==> src/logic/dac_ctrl_map.svh <==
`ifndef DAC_CTRL_MAP_SVH
`define DAC_CTRL_MAP_SVH

// Channel count
`define NUM_CH 8

// Field positions in the 24-bit command word
`define WORD_W 24
`define OPC_MSB 23
`define OPC_LSB 20
`define ADDR_MSB 19
`define ADDR_LSB 16
`define CFG_RD_BIT 0
`define CFG_TS_BIT 1

// Command opcodes
`define OP_PD_CHAN 4'h4
`define OP_PD_CHIP 4'h5
`define OP_CONFIG 4'h7
`define OP_UPDATE_ALL 4'h9

// Reset values
`define RST_REF_DISABLE 1'b0
`define RST_TS_DISABLE 1'b0

// Cycles waited after reset before the reference strap is sampled
`define STRAP_WAIT 2'h3

// Idle levels of the synchronised inputs {load_n, cs, hot, cooled, ref_comp}
`define PIN_IDLE 5'h1b

`endif

==> src/logic/dac_ctrl_pkg.sv <==
`include "dac_ctrl_map.svh"

package dac_ctrl_pkg;

  // Command opcodes of interest to this block
  typedef enum logic [3:0] {
    CMD_PD_CHAN = `OP_PD_CHAN,
    CMD_PD_CHIP = `OP_PD_CHIP,
    CMD_CONFIG = `OP_CONFIG,
    CMD_UPDATE_ALL = `OP_UPDATE_ALL
  } cmd_e;

  // Whole state of the control block
  typedef struct packed {
    logic ld_prev;
    logic cs_prev;
    logic hot_prev;
    logic [1:0] strap_cnt;
    logic strap_done;
    logic ref_strap_ext;
    logic ref_disable;
    logic ts_disable;
    logic [`NUM_CH-1:0] chan_pd;
    logic chip_pd;
    logic shutdown;
    logic flag;
    logic [`NUM_CH-1:0] dac_load;
    logic [`NUM_CH-1:0] chan_en;
    logic ref_en;
    logic cmd_exec;
    logic cmd_inhibit;
  } state_s;

endpackage

==> src/logic/sync_if.sv <==
`timescale 1ns/1ps
`default_nettype none

// Raw pin levels in, synchronised levels out
interface sync_if #(parameter int W = 1);
  logic [W-1:0] raw;
  logic [W-1:0] sync;
  modport src (output raw, input sync);
  modport sink (input raw, output sync);
endinterface

`default_nettype wire

==> src/logic/pin_sync.sv <==
`timescale 1ns/1ps
`default_nettype none

module pin_sync #(
  parameter int W = 1,
  parameter logic [W-1:0] RST_VAL = '0
) (
  // Clock and reset
  input wire logic sys_clk,
  input wire logic rst_n,
  // Pins in, synchronised levels out
  sync_if.sink port
);

  typedef struct packed {
    logic [W-1:0] meta;
    logic [W-1:0] stable;
  } sync_state_s;

  sync_state_s q;
  sync_state_s d;

  // Two flops; only the second stage is read outside
  always_comb
  begin
    d.meta = port.raw;
    d.stable = q.meta;
  end

  always_ff @(posedge sys_clk)
  begin
    if (!rst_n)
    begin
      q <= {RST_VAL, RST_VAL};
    end
    else
    begin
      q <= d;
    end
  end

  assign port.sync = q.stable;

endmodule // pin_sync

`default_nettype wire

==> src/logic/dac_async_load_thermal_ctrl.sv <==
`timescale 1ns/1ps
`default_nettype none
`include "dac_ctrl_map.svh"

module dac_async_load_thermal_ctrl
  import dac_ctrl_pkg::*;
(
  // Clock and reset
  input wire logic sys_clk,
  input wire logic rst_n,
  // Host pins
  input wire logic async_load_n,
  input wire logic chip_select_load,
  // Analog status and strap
  input wire logic die_over_limit,
  input wire logic die_cooled,
  input wire logic ref_comp_pin,
  // Received word and extra updates from the serial decoder
  input wire logic [`WORD_W-1:0] rx_word,
  input wire logic update_req,
  // Channel and reference control
  output logic [`NUM_CH-1:0] dac_load,
  output logic [`NUM_CH-1:0] chan_out_en,
  output logic ref_out_en,
  output logic ref_disable,
  output logic thermal_protect_disable_bit,
  // Command status
  output logic cmd_exec,
  output logic cmd_inhibit,
  // Open-drain over-temperature flag
  output logic overtemp_flag_n_o,
  output logic overtemp_flag_n_oe
);

  localparam state_s RST_STATE = '{
    ld_prev: 1'b1, cs_prev: 1'b1, hot_prev: 1'b0, strap_cnt: 2'h0, strap_done: 1'b0,
    ref_strap_ext: 1'b0, ref_disable: `RST_REF_DISABLE, ts_disable: `RST_TS_DISABLE,
    chan_pd: '0, chip_pd: 1'b0, shutdown: 1'b0, flag: 1'b0, dac_load: '0, chan_en: '0,
    ref_en: 1'b0, cmd_exec: 1'b0, cmd_inhibit: 1'b0
  };

  state_s q;
  state_s d;
  logic s_ld, s_cs, s_hot, s_cool, s_ref;
  logic ld_low, ld_fall, cs_rise, trip, upd, inh;
  logic [3:0] opc;
  logic [3:0] addr;

  sync_if #(.W(5)) pins ();

  // Pin synchronisers
  assign pins.raw = {async_load_n, chip_select_load, die_over_limit, die_cooled, ref_comp_pin};
  pin_sync #(.W(5), .RST_VAL(`PIN_IDLE)) u_sync (
    .sys_clk(sys_clk),
    .rst_n(rst_n),
    .port(pins)
  );
  assign {s_ld, s_cs, s_hot, s_cool, s_ref} = pins.sync;

  assign opc = rx_word[`OPC_MSB:`OPC_LSB];
  assign addr = rx_word[`ADDR_MSB:`ADDR_LSB];

  // Next-state logic
  always_comb
  begin
    d = q;
    d.dac_load = '0;
    d.cmd_exec = 1'b0;
    d.cmd_inhibit = 1'b0;
    ld_low = ~s_ld;
    ld_fall = q.ld_prev & ~s_ld;
    cs_rise = ~q.cs_prev & s_cs & q.strap_done;
    trip = s_hot & ~q.hot_prev;
    upd = update_req;
    inh = 1'b0;
    d.ld_prev = s_ld;
    d.cs_prev = s_cs;
    d.hot_prev = s_hot;
    // Strap sampled once the synchroniser holds the real pin level
    if (!q.strap_done)
    begin
      d.strap_cnt = q.strap_cnt + 2'h1;
      if (q.strap_cnt == `STRAP_WAIT)
      begin
        d.strap_done = 1'b1;
        d.ref_strap_ext = ~s_ref;
      end
    end
    // Load edge powers up; updates only outside a frame
    if (ld_fall)
    begin
      d.chan_pd = '0;
      d.chip_pd = 1'b0;
      if (s_cs)
      begin
        d.dac_load = '1;
        upd = 1'b1;
      end
    end
    // End of frame: run the received command
    if (cs_rise)
    begin
      d.flag = 1'b0;
      d.cmd_exec = 1'b1;
      inh = ld_low & (opc == `OP_PD_CHAN || opc == `OP_PD_CHIP || opc == `OP_CONFIG);
      d.cmd_inhibit = inh;
      if (!inh)
      begin
        case (cmd_e'(opc))
          CMD_PD_CHAN:
          begin
            if (addr < 4'(`NUM_CH))
            begin
              d.chan_pd[addr[2:0]] = 1'b1;
            end
          end
          CMD_PD_CHIP:
          begin
            d.chan_pd = '1;
            d.chip_pd = 1'b1;
          end
          CMD_CONFIG:
          begin
            d.ref_disable = rx_word[`CFG_RD_BIT];
            d.ts_disable = rx_word[`CFG_TS_BIT];
          end
          CMD_UPDATE_ALL:
          begin
            d.dac_load = '1;
            d.chan_pd = '0;
            d.chip_pd = 1'b0;
            upd = 1'b1;
          end
          default:
          begin
          end
        endcase
      end
      if (ld_low)
      begin
        d.dac_load = '1;
        d.chan_pd = '0;
        d.chip_pd = 1'b0;
        upd = 1'b1;
      end
    end
    // Latched thermal shutdown; a hot die with protection enabled wins over any clear
    if (upd && s_cool)
    begin
      d.shutdown = 1'b0;
    end
    if (s_hot && !q.ts_disable)
    begin
      d.shutdown = 1'b1;
    end
    if (trip)
    begin
      d.flag = 1'b1;
    end
    // Shutdown gates channels only, never the reference
    d.chan_en = ~d.chan_pd & ~{`NUM_CH{d.shutdown}};
    d.ref_en = ~d.ref_disable & ~d.ref_strap_ext & ~d.chip_pd & d.strap_done;
  end

  always_ff @(posedge sys_clk)
  begin
    if (!rst_n)
    begin
      q <= RST_STATE;
    end
    else
    begin
      q <= d;
    end
  end

  // Outputs straight from the state register, except the constant flag level
  assign dac_load = q.dac_load;
  assign chan_out_en = q.chan_en;
  assign ref_out_en = q.ref_en;
  assign ref_disable = q.ref_disable;
  assign thermal_protect_disable_bit = q.ts_disable;
  assign cmd_exec = q.cmd_exec;
  assign cmd_inhibit = q.cmd_inhibit;
  assign overtemp_flag_n_o = 1'b0; // Open drain only ever pulls low
  assign overtemp_flag_n_oe = q.flag;
endmodule // dac_async_load_thermal_ctrl

`default_nettype wire

==> config.mk <==
export PLATFORM = sky130hd
export DESIGN_NAME = dac_async_load_thermal_ctrl
export DESIGN_NICKNAME = d
export VERILOG_FILES = /design/src/logic/dac_ctrl_pkg.sv /design/src/logic/sync_if.sv /design/src/logic/pin_sync.sv /design/src/logic/dac_async_load_thermal_ctrl.sv
export VERILOG_INCLUDE_DIRS = /design/src /design/src/logic
export SDC_FILE = /design/constraint.sdc
export NUM_CORES = 1
export LEC_CHECK = 0
export BUFFER_PORTS_ARGS = -buffer_cell sky130_fd_sc_hd__buf_2
export CAP_MARGIN = 20
export CORE_MARGIN = 1.5
export CORE_UTILIZATION = 30
export CTS_CLUSTER_SIZE = 20
export DETAILED_ROUTE_END_ITERATION = 12
export PLACE_DENSITY = 0.54
export SLEW_MARGIN = 0
export SYNTH_ARGS = -nofsm -noshare
export SYNTH_HDL_FRONTEND = slang
export SYNTH_SLANG_ARGS = --single-unit
==> constraint.sdc <==
create_clock -name sys_clk -period 3.6 [get_ports sys_clk]
set_clock_uncertainty 0.15 [all_clocks]
set_input_delay 0.72 -clock sys_clk [delete_from_list [all_inputs] [get_ports sys_clk]]
set_output_delay 0.72 -clock sys_clk [all_outputs]
set_load 0.02 [all_outputs]
Word-level counts from Yosys, hierarchy flattened

Cells that the tools add are included.

Bits of input ports: 32
Word-level logic and storage cells: 85
Register bits: 49

$add $sub $neg: 1
Equality and inequality tests: 5
Bitwise operators: 20
Reduce and logical (&&, ||, !) cells: 9
Magnitude comparators: 3
Mux-type cells: 28

Operator list:

| cell                | number |
|---|---|
| $mux 8              | 6 |
| $mux 9              | 3 |
| $pmux 8 s3          | 1 |
| $mux 11             | 2 |
| $not 8->8           | 2 |
| $eq 4x3->1 const B  | 3 |
| $mux 1              | 10 |
| $and 1x1->1         | 8 |
| $and 8x8->8         | 1 |
| $mux 2              | 4 |
| $not 1->1           | 8 |
| $or 8x8->8          | 1 |
| $eq 4x4->1 const B  | 1 |
| $lt 3x4->1 const B  | 1 |
| $lt 4x4->1 const B  | 1 |
| $demux 1 s3         | 1 |
| $ge 3x1->1 const B  | 1 |
| $logic_and 1x1->1   | 3 |
| $reduce_and 3->1    | 1 |
| $add 2x1->2 const B | 1 |
| $eq 2x2->1 const B  | 1 |
| $logic_or 1x1->1    | 2 |
| $pmux 1 s2          | 1 |
| $reduce_and 2->1    | 1 |
| other kinds (2)     | 2 |

Logic depth before layout (Yosys ltp)

Word-level depth: 14
Mapped depth: 6
Depth with buffers taken out: 4

Hierarchy

From an unflattened synthesis, not the netlist that was laid out.

Cell total of the unflattened synthesis: 172
Area total of the unflattened synthesis: 1791.7 sq um

Modules (own cells, without submodules):

| module                      | area each (sq um) | cells an instance | times used | seq. area each (sq um) |
|---|---|---|---|---|
| dac_async_load_thermal_ctrl | 1529.0            | 152               | 1          | 640.6 |
| pin_sync                    | 262.8             | 20                | 1          | 200.2 |

Worst setup path before layout

No wires, ideal clock.

Path type: input to register
From: input port rx_word[20]
To: register q, in the netlist ref_out_en
Arrival: 1.658 ns
Path slack: 1.696 ns
Cell stages on the path: 5
Cells stage by stage: buf_2 > nand2_1 > nor3_1 > mux2i_1 > nor4b_1

Longest elaborated chain between the ends: 10
Elaborated cells between the ends (all ways): 17
Those cells by class: 4 x eq/ne; 5 x mux; 6 x bitwise; 2 x reduce/logical

Ends and longest elaborated chain:

| what                                            | line                                                                   | source |
|---|---|---|
| start, declared                                 | dac_async_load_thermal_ctrl.sv:19                                      | `` input wire logic [`WORD_W-1:0] rx_word, `` |
| $eq 4x3->1, on equally long branches            | n/a                                                                    |  |
| $logic_or 1x1->1 (no source line) (2 in series) | n/a                                                                    |  |
| $and 1x1->1                                     | dac_async_load_thermal_ctrl.sv:105                                     | `` inh = ld_low & (opc == `OP_PD_CHAN \|\| opc == `OP_PD_CHIP \|\| opc == `OP_CONFIG); `` |
| $mux 11 (*)                                     | dac_async_load_thermal_ctrl.sv:107                                     | `if (!inh)` |
| $mux 11 (*)                                     | dac_async_load_thermal_ctrl.sv:101                                     | `if (cs_rise)` |
| $not 1->1 or $mux 11 (tied branches)            | dac_async_load_thermal_ctrl.sv:162, dac_async_load_thermal_ctrl.sv:101 |  |
| $and 1x1->1 or $not 1->1 (tied branches)        | dac_async_load_thermal_ctrl.sv:162                                     | `d.ref_en = ~d.ref_disable & ~d.ref_strap_ext & ~d.chip_pd & d.strap_done;` |
| $and 1x1->1 (*) (2 in series)                   | dac_async_load_thermal_ctrl.sv:162                                     |  |
| end signal, assigned                            | dac_async_load_thermal_ctrl.sv:169                                     | `q <= RST_STATE;` |
| end signal, assigned                            | dac_async_load_thermal_ctrl.sv:173                                     | `q <= d;` |
| end, declared                                   | dac_async_load_thermal_ctrl.sv:42                                      | `state_s q;` |

Every way passes the cells marked *; elsewhere a longest branch is shown, timed or not.
A chain may end at the register's enable or synchronous reset.

Worst setup path in the final report

From: register q[33] in the netlist's numbering
To: register q, in the netlist ref_out_en

Longest elaborated chain between the ends: 6
Elaborated cells between the ends (all ways): 9
Those cells by class: 2 x mux; 7 x bitwise

Ends and longest elaborated chain:

| what                      | line                               | source |
|---|---|---|
| $and 1x1->1               | dac_async_load_thermal_ctrl.sv:72  | `cs_rise = ~q.cs_prev & s_cs & q.strap_done;` |
| $mux 11                   | dac_async_load_thermal_ctrl.sv:101 |  |
| $not 1->1                 | dac_async_load_thermal_ctrl.sv:162 |  |
| $and 1x1->1 (2 in series) | dac_async_load_thermal_ctrl.sv:162 |  |
| $and 1x1->1 (*)           | dac_async_load_thermal_ctrl.sv:162 |  |

Marks and branches as above.

==> impl_metrics.env <==
export IMPL_status="complete, no violations"
export IMPL_syn_avg_cell_area_um2=9.58
export IMPL_io_pins=55
export IMPL_multi_input_area_um2=742
export IMPL_p_total_mw=0.901
export IMPL_die_y_um=79.9
export IMPL_ir_worst_vdd_v=0.000256
export IMPL_synth_area_leaders="dfxtp_1 (47%), buf_4 (8.0%), nand2b_1 (4.9%)"
export IMPL_cp_startpoint="q[33]$_SDFF_PN0_"
export IMPL_finalNetCount=242
export IMPL_hold_violations=0
export IMPL_cts_made_buffers=5
export IMPL_cap_violations=0
export IMPL_relSlewSlack=0.604
export IMPL_htreeDepth=2
export IMPL_wl_um=3230
export IMPL_grt_max_degree=18
export IMPL_rsz0062_at_grt="no"
export IMPL_instances_no_fill=282
export IMPL_synthesis_area_um2=1770
export IMPL_core_region_area_um2=5610
export IMPL_insertedDiodeCount=0
export IMPL_setup_tns_final_ns=0
export IMPL_reg2reg_from="q[33]$_SDFF_PN0_"
export IMPL_start_util=0.316
export IMPL_wire_per_inst_um=11.5
export IMPL_dieWidth_um=79.9
export IMPL_first_iter_violations=36
export IMPL_fin_crit_sh=0.575
export IMPL_cts_sinks=42
export IMPL_path_cells="nand3b_4 -> nor3_1 -> mux2i_1 -> nor4b_1"
export IMPL_grt_overflow=0
export IMPL_viasPerCell=4.54
export IMPL_grt_use_total=0.111
export IMPL_yosysMostFrequentCell="dfxtp_1"
export IMPL_synth_edf_count=0
export IMPL_r2r_slack_ns=1.53
export IMPL_syn_num_nets=218
export IMPL_place_port_buffers=39
export IMPL_placedCellCount=274
export IMPL_yosysUniqueCellTypes=44
export IMPL_crit_fanout=15
export IMPL_clk_latency_ns=0.29
export IMPL_post_cts_resized=0
export IMPL_post_cts_buffers=0
export IMPL_syn_instance_count=185
export IMPL_worstHoldPathType="flip-flop to flip-flop"
export IMPL_yosys_warnings=0
export IMPL_grt_pass1_wl_um=5420
export IMPL_setup_violations=0
export IMPL_path_clk_slew_ns=0.08
export IMPL_die_area_um2=6380
export IMPL_cp_top_family="simple AND/OR/NAND/NOR gates"
export IMPL_synth_commonest_cells="dfxtp_1 (42), buf_4 (19), nand2b_1 (14), a21oi_1 (12), nor2_1 (11)"
export IMPL_layout_min_cycle_time_ns=2.07
export IMPL_drive_gt1_frac=0.257
export IMPL_place_congestion=0.795
export IMPL_critPathCaptureType="flip-flop"
export IMPL_detail_route_antenna_nets=0
export IMPL_worstSetupPathType="flip-flop to flip-flop"
export IMPL_max_freq_mhz=483
export IMPL_cp_required_ns=3.65
export IMPL_area_delta_synth_final_pct=12.6
export IMPL_num_fill_cells=603
export IMPL_tritoncts="yes"
export IMPL_start_kind="flip-flop"
export IMPL_cts_hold_buf=0
export IMPL_synth_async_reset_ratio=0
export IMPL_via_count=1281
export IMPL_synth_largest_area_cell="dfxtp_1"
export IMPL_synth_seq_cells=42
export IMPL_hp_start="u_sync.d[4]$_SDFF_PN1_"
export IMPL_slowest_stage="nor3_1"
export IMPL_cts_buffer_depth=2
export IMPL_synth_top_area_share=0.474
export IMPL_power_leakage_nw=0.855
export IMPL_path_buf_inv=0
export IMPL_antenna_found_initial=0
export IMPL_power_density_nw_per_um2=452
export IMPL_synth_seq_area_share=0.474
export IMPL_dp_hpwl_um=2300
export IMPL_utilization=0.356
export IMPL_rows=27
export IMPL_cts_root_buf="clkbuf_8"
export IMPL_tightest_slew_ns=0.590
export IMPL_drc_errors=0
export IMPL_grt_pass1_vias=1183
export IMPL_max_stage_delay_ns=0.56
export IMPL_critPathArrivalTime_ns=2.12
export IMPL_synthFlopType="dfxtp_1"
export IMPL_register_area_um2=841
export IMPL_drt_pass1_iter_count=4
export IMPL_slew_viol_final=0
## path summary, 6_finish.rpt
check,depth (start not counted),to
worst max-delay path,4,ref_out_en$_SDFF_PN0_
worst max register to register,4,ref_out_en$_SDFF_PN0_
worst min-delay path,1,u_sync.port.sync[4]$_SDFF_PN1_
worst min register to register,1,u_sync.port.sync[4]$_SDFF_PN1_
## layout make-up
| type | instances | area share |
|---|---|---|
| flip-flops and latches | 42 | 0.421 |
| clock buffers | 5 | 0.0345 |
| well taps | 72 | 0.0451 |
| repair buffers | 40 | 0.102 |
| clock inverters | 3 | 0.0107 |
| multi-input cells | 112 | 0.372 |
| inverters | 8 | 0.0150 |
## through the flow
stage / cell area (µm²) / hold slack, ns / setup slack [ns]
final: 2000 / 0.261 / 1.53
after global routing: 2000 / 0.280 / 1.35
after CTS: 2000 / 0.265 / 1.47
after detailed placement: 1910 / 0.243 / 1.27
after global placement: 1910 / 0.239 / 1.28
after floorplan: 1770 / 0.236 / 1.70
## power by group
part | internal [mW] | leakage (nW) | switching (mW)
registers | 0.487 | 0.345 | 0.0115
clock network | 0.136 | 0.0441 | 0.163
logic | 0.0432 | 0.466 | 0.0597
total | 0.667 | 0.855 | 0.235
## sequential cells by signal, summed over array words and instances, names as in the netlist
| name | flops |
|---|---|
| cmd_inhibit | 1 |
| chan_out_en | 8 |
| u_sync.d | 5 |
| ref_disable | 1 |
| ref_out_en | 1 |
| q | 17 |
| cmd_exec | 1 |
| overtemp_flag_n_oe | 1 |
| thermal_protect_disable_bit | 1 |
| dac_load | 1 |
| u_sync.port.sync | 5 |
## cells by family (layout without fill, tap and decap cells)
group	after synthesis	after routing	synth area share
AND/OR/NAND/NOR	65	65	0.229
flip-flops	42	42	0.474
AO/OA/AOI/OAI	39	39	0.147
buffers and inverters	31	56	0.107
multiplexers	4	4	0.0233
XOR/XNOR	2	2	0.00988
adder cells (fa/ha/maj)	1	1	0.00706
other	1	1	0.00212
## cells in the final DEF, fill, tap and decap left out, types with 2 or more instances in the layout
cell	n
o21ai_0	9
mux2i_1	3
o211ai_1	7
nand3b_1	2
nor2b_1	2
inv_1	7
nand2b_1	14
clkbuf_8	5
dfxtp_1	42
a21oi_1	12
nand4bb_1	2
nor2_1	11
and3b_1	7
nor3_1	5
nand2_1	8
and2_1	5
buf_2	39
## per-layer routing
metal  wire [µm]  vias up  global-route usage
li1            -      668                   -
met1        1570      577               0.142
met2        1450       30               0.166
met3         171        6              0.0389
met4          46        0              0.0517
met5           0        -                   0
Note: power is estimated with default switching activity, not from simulation.
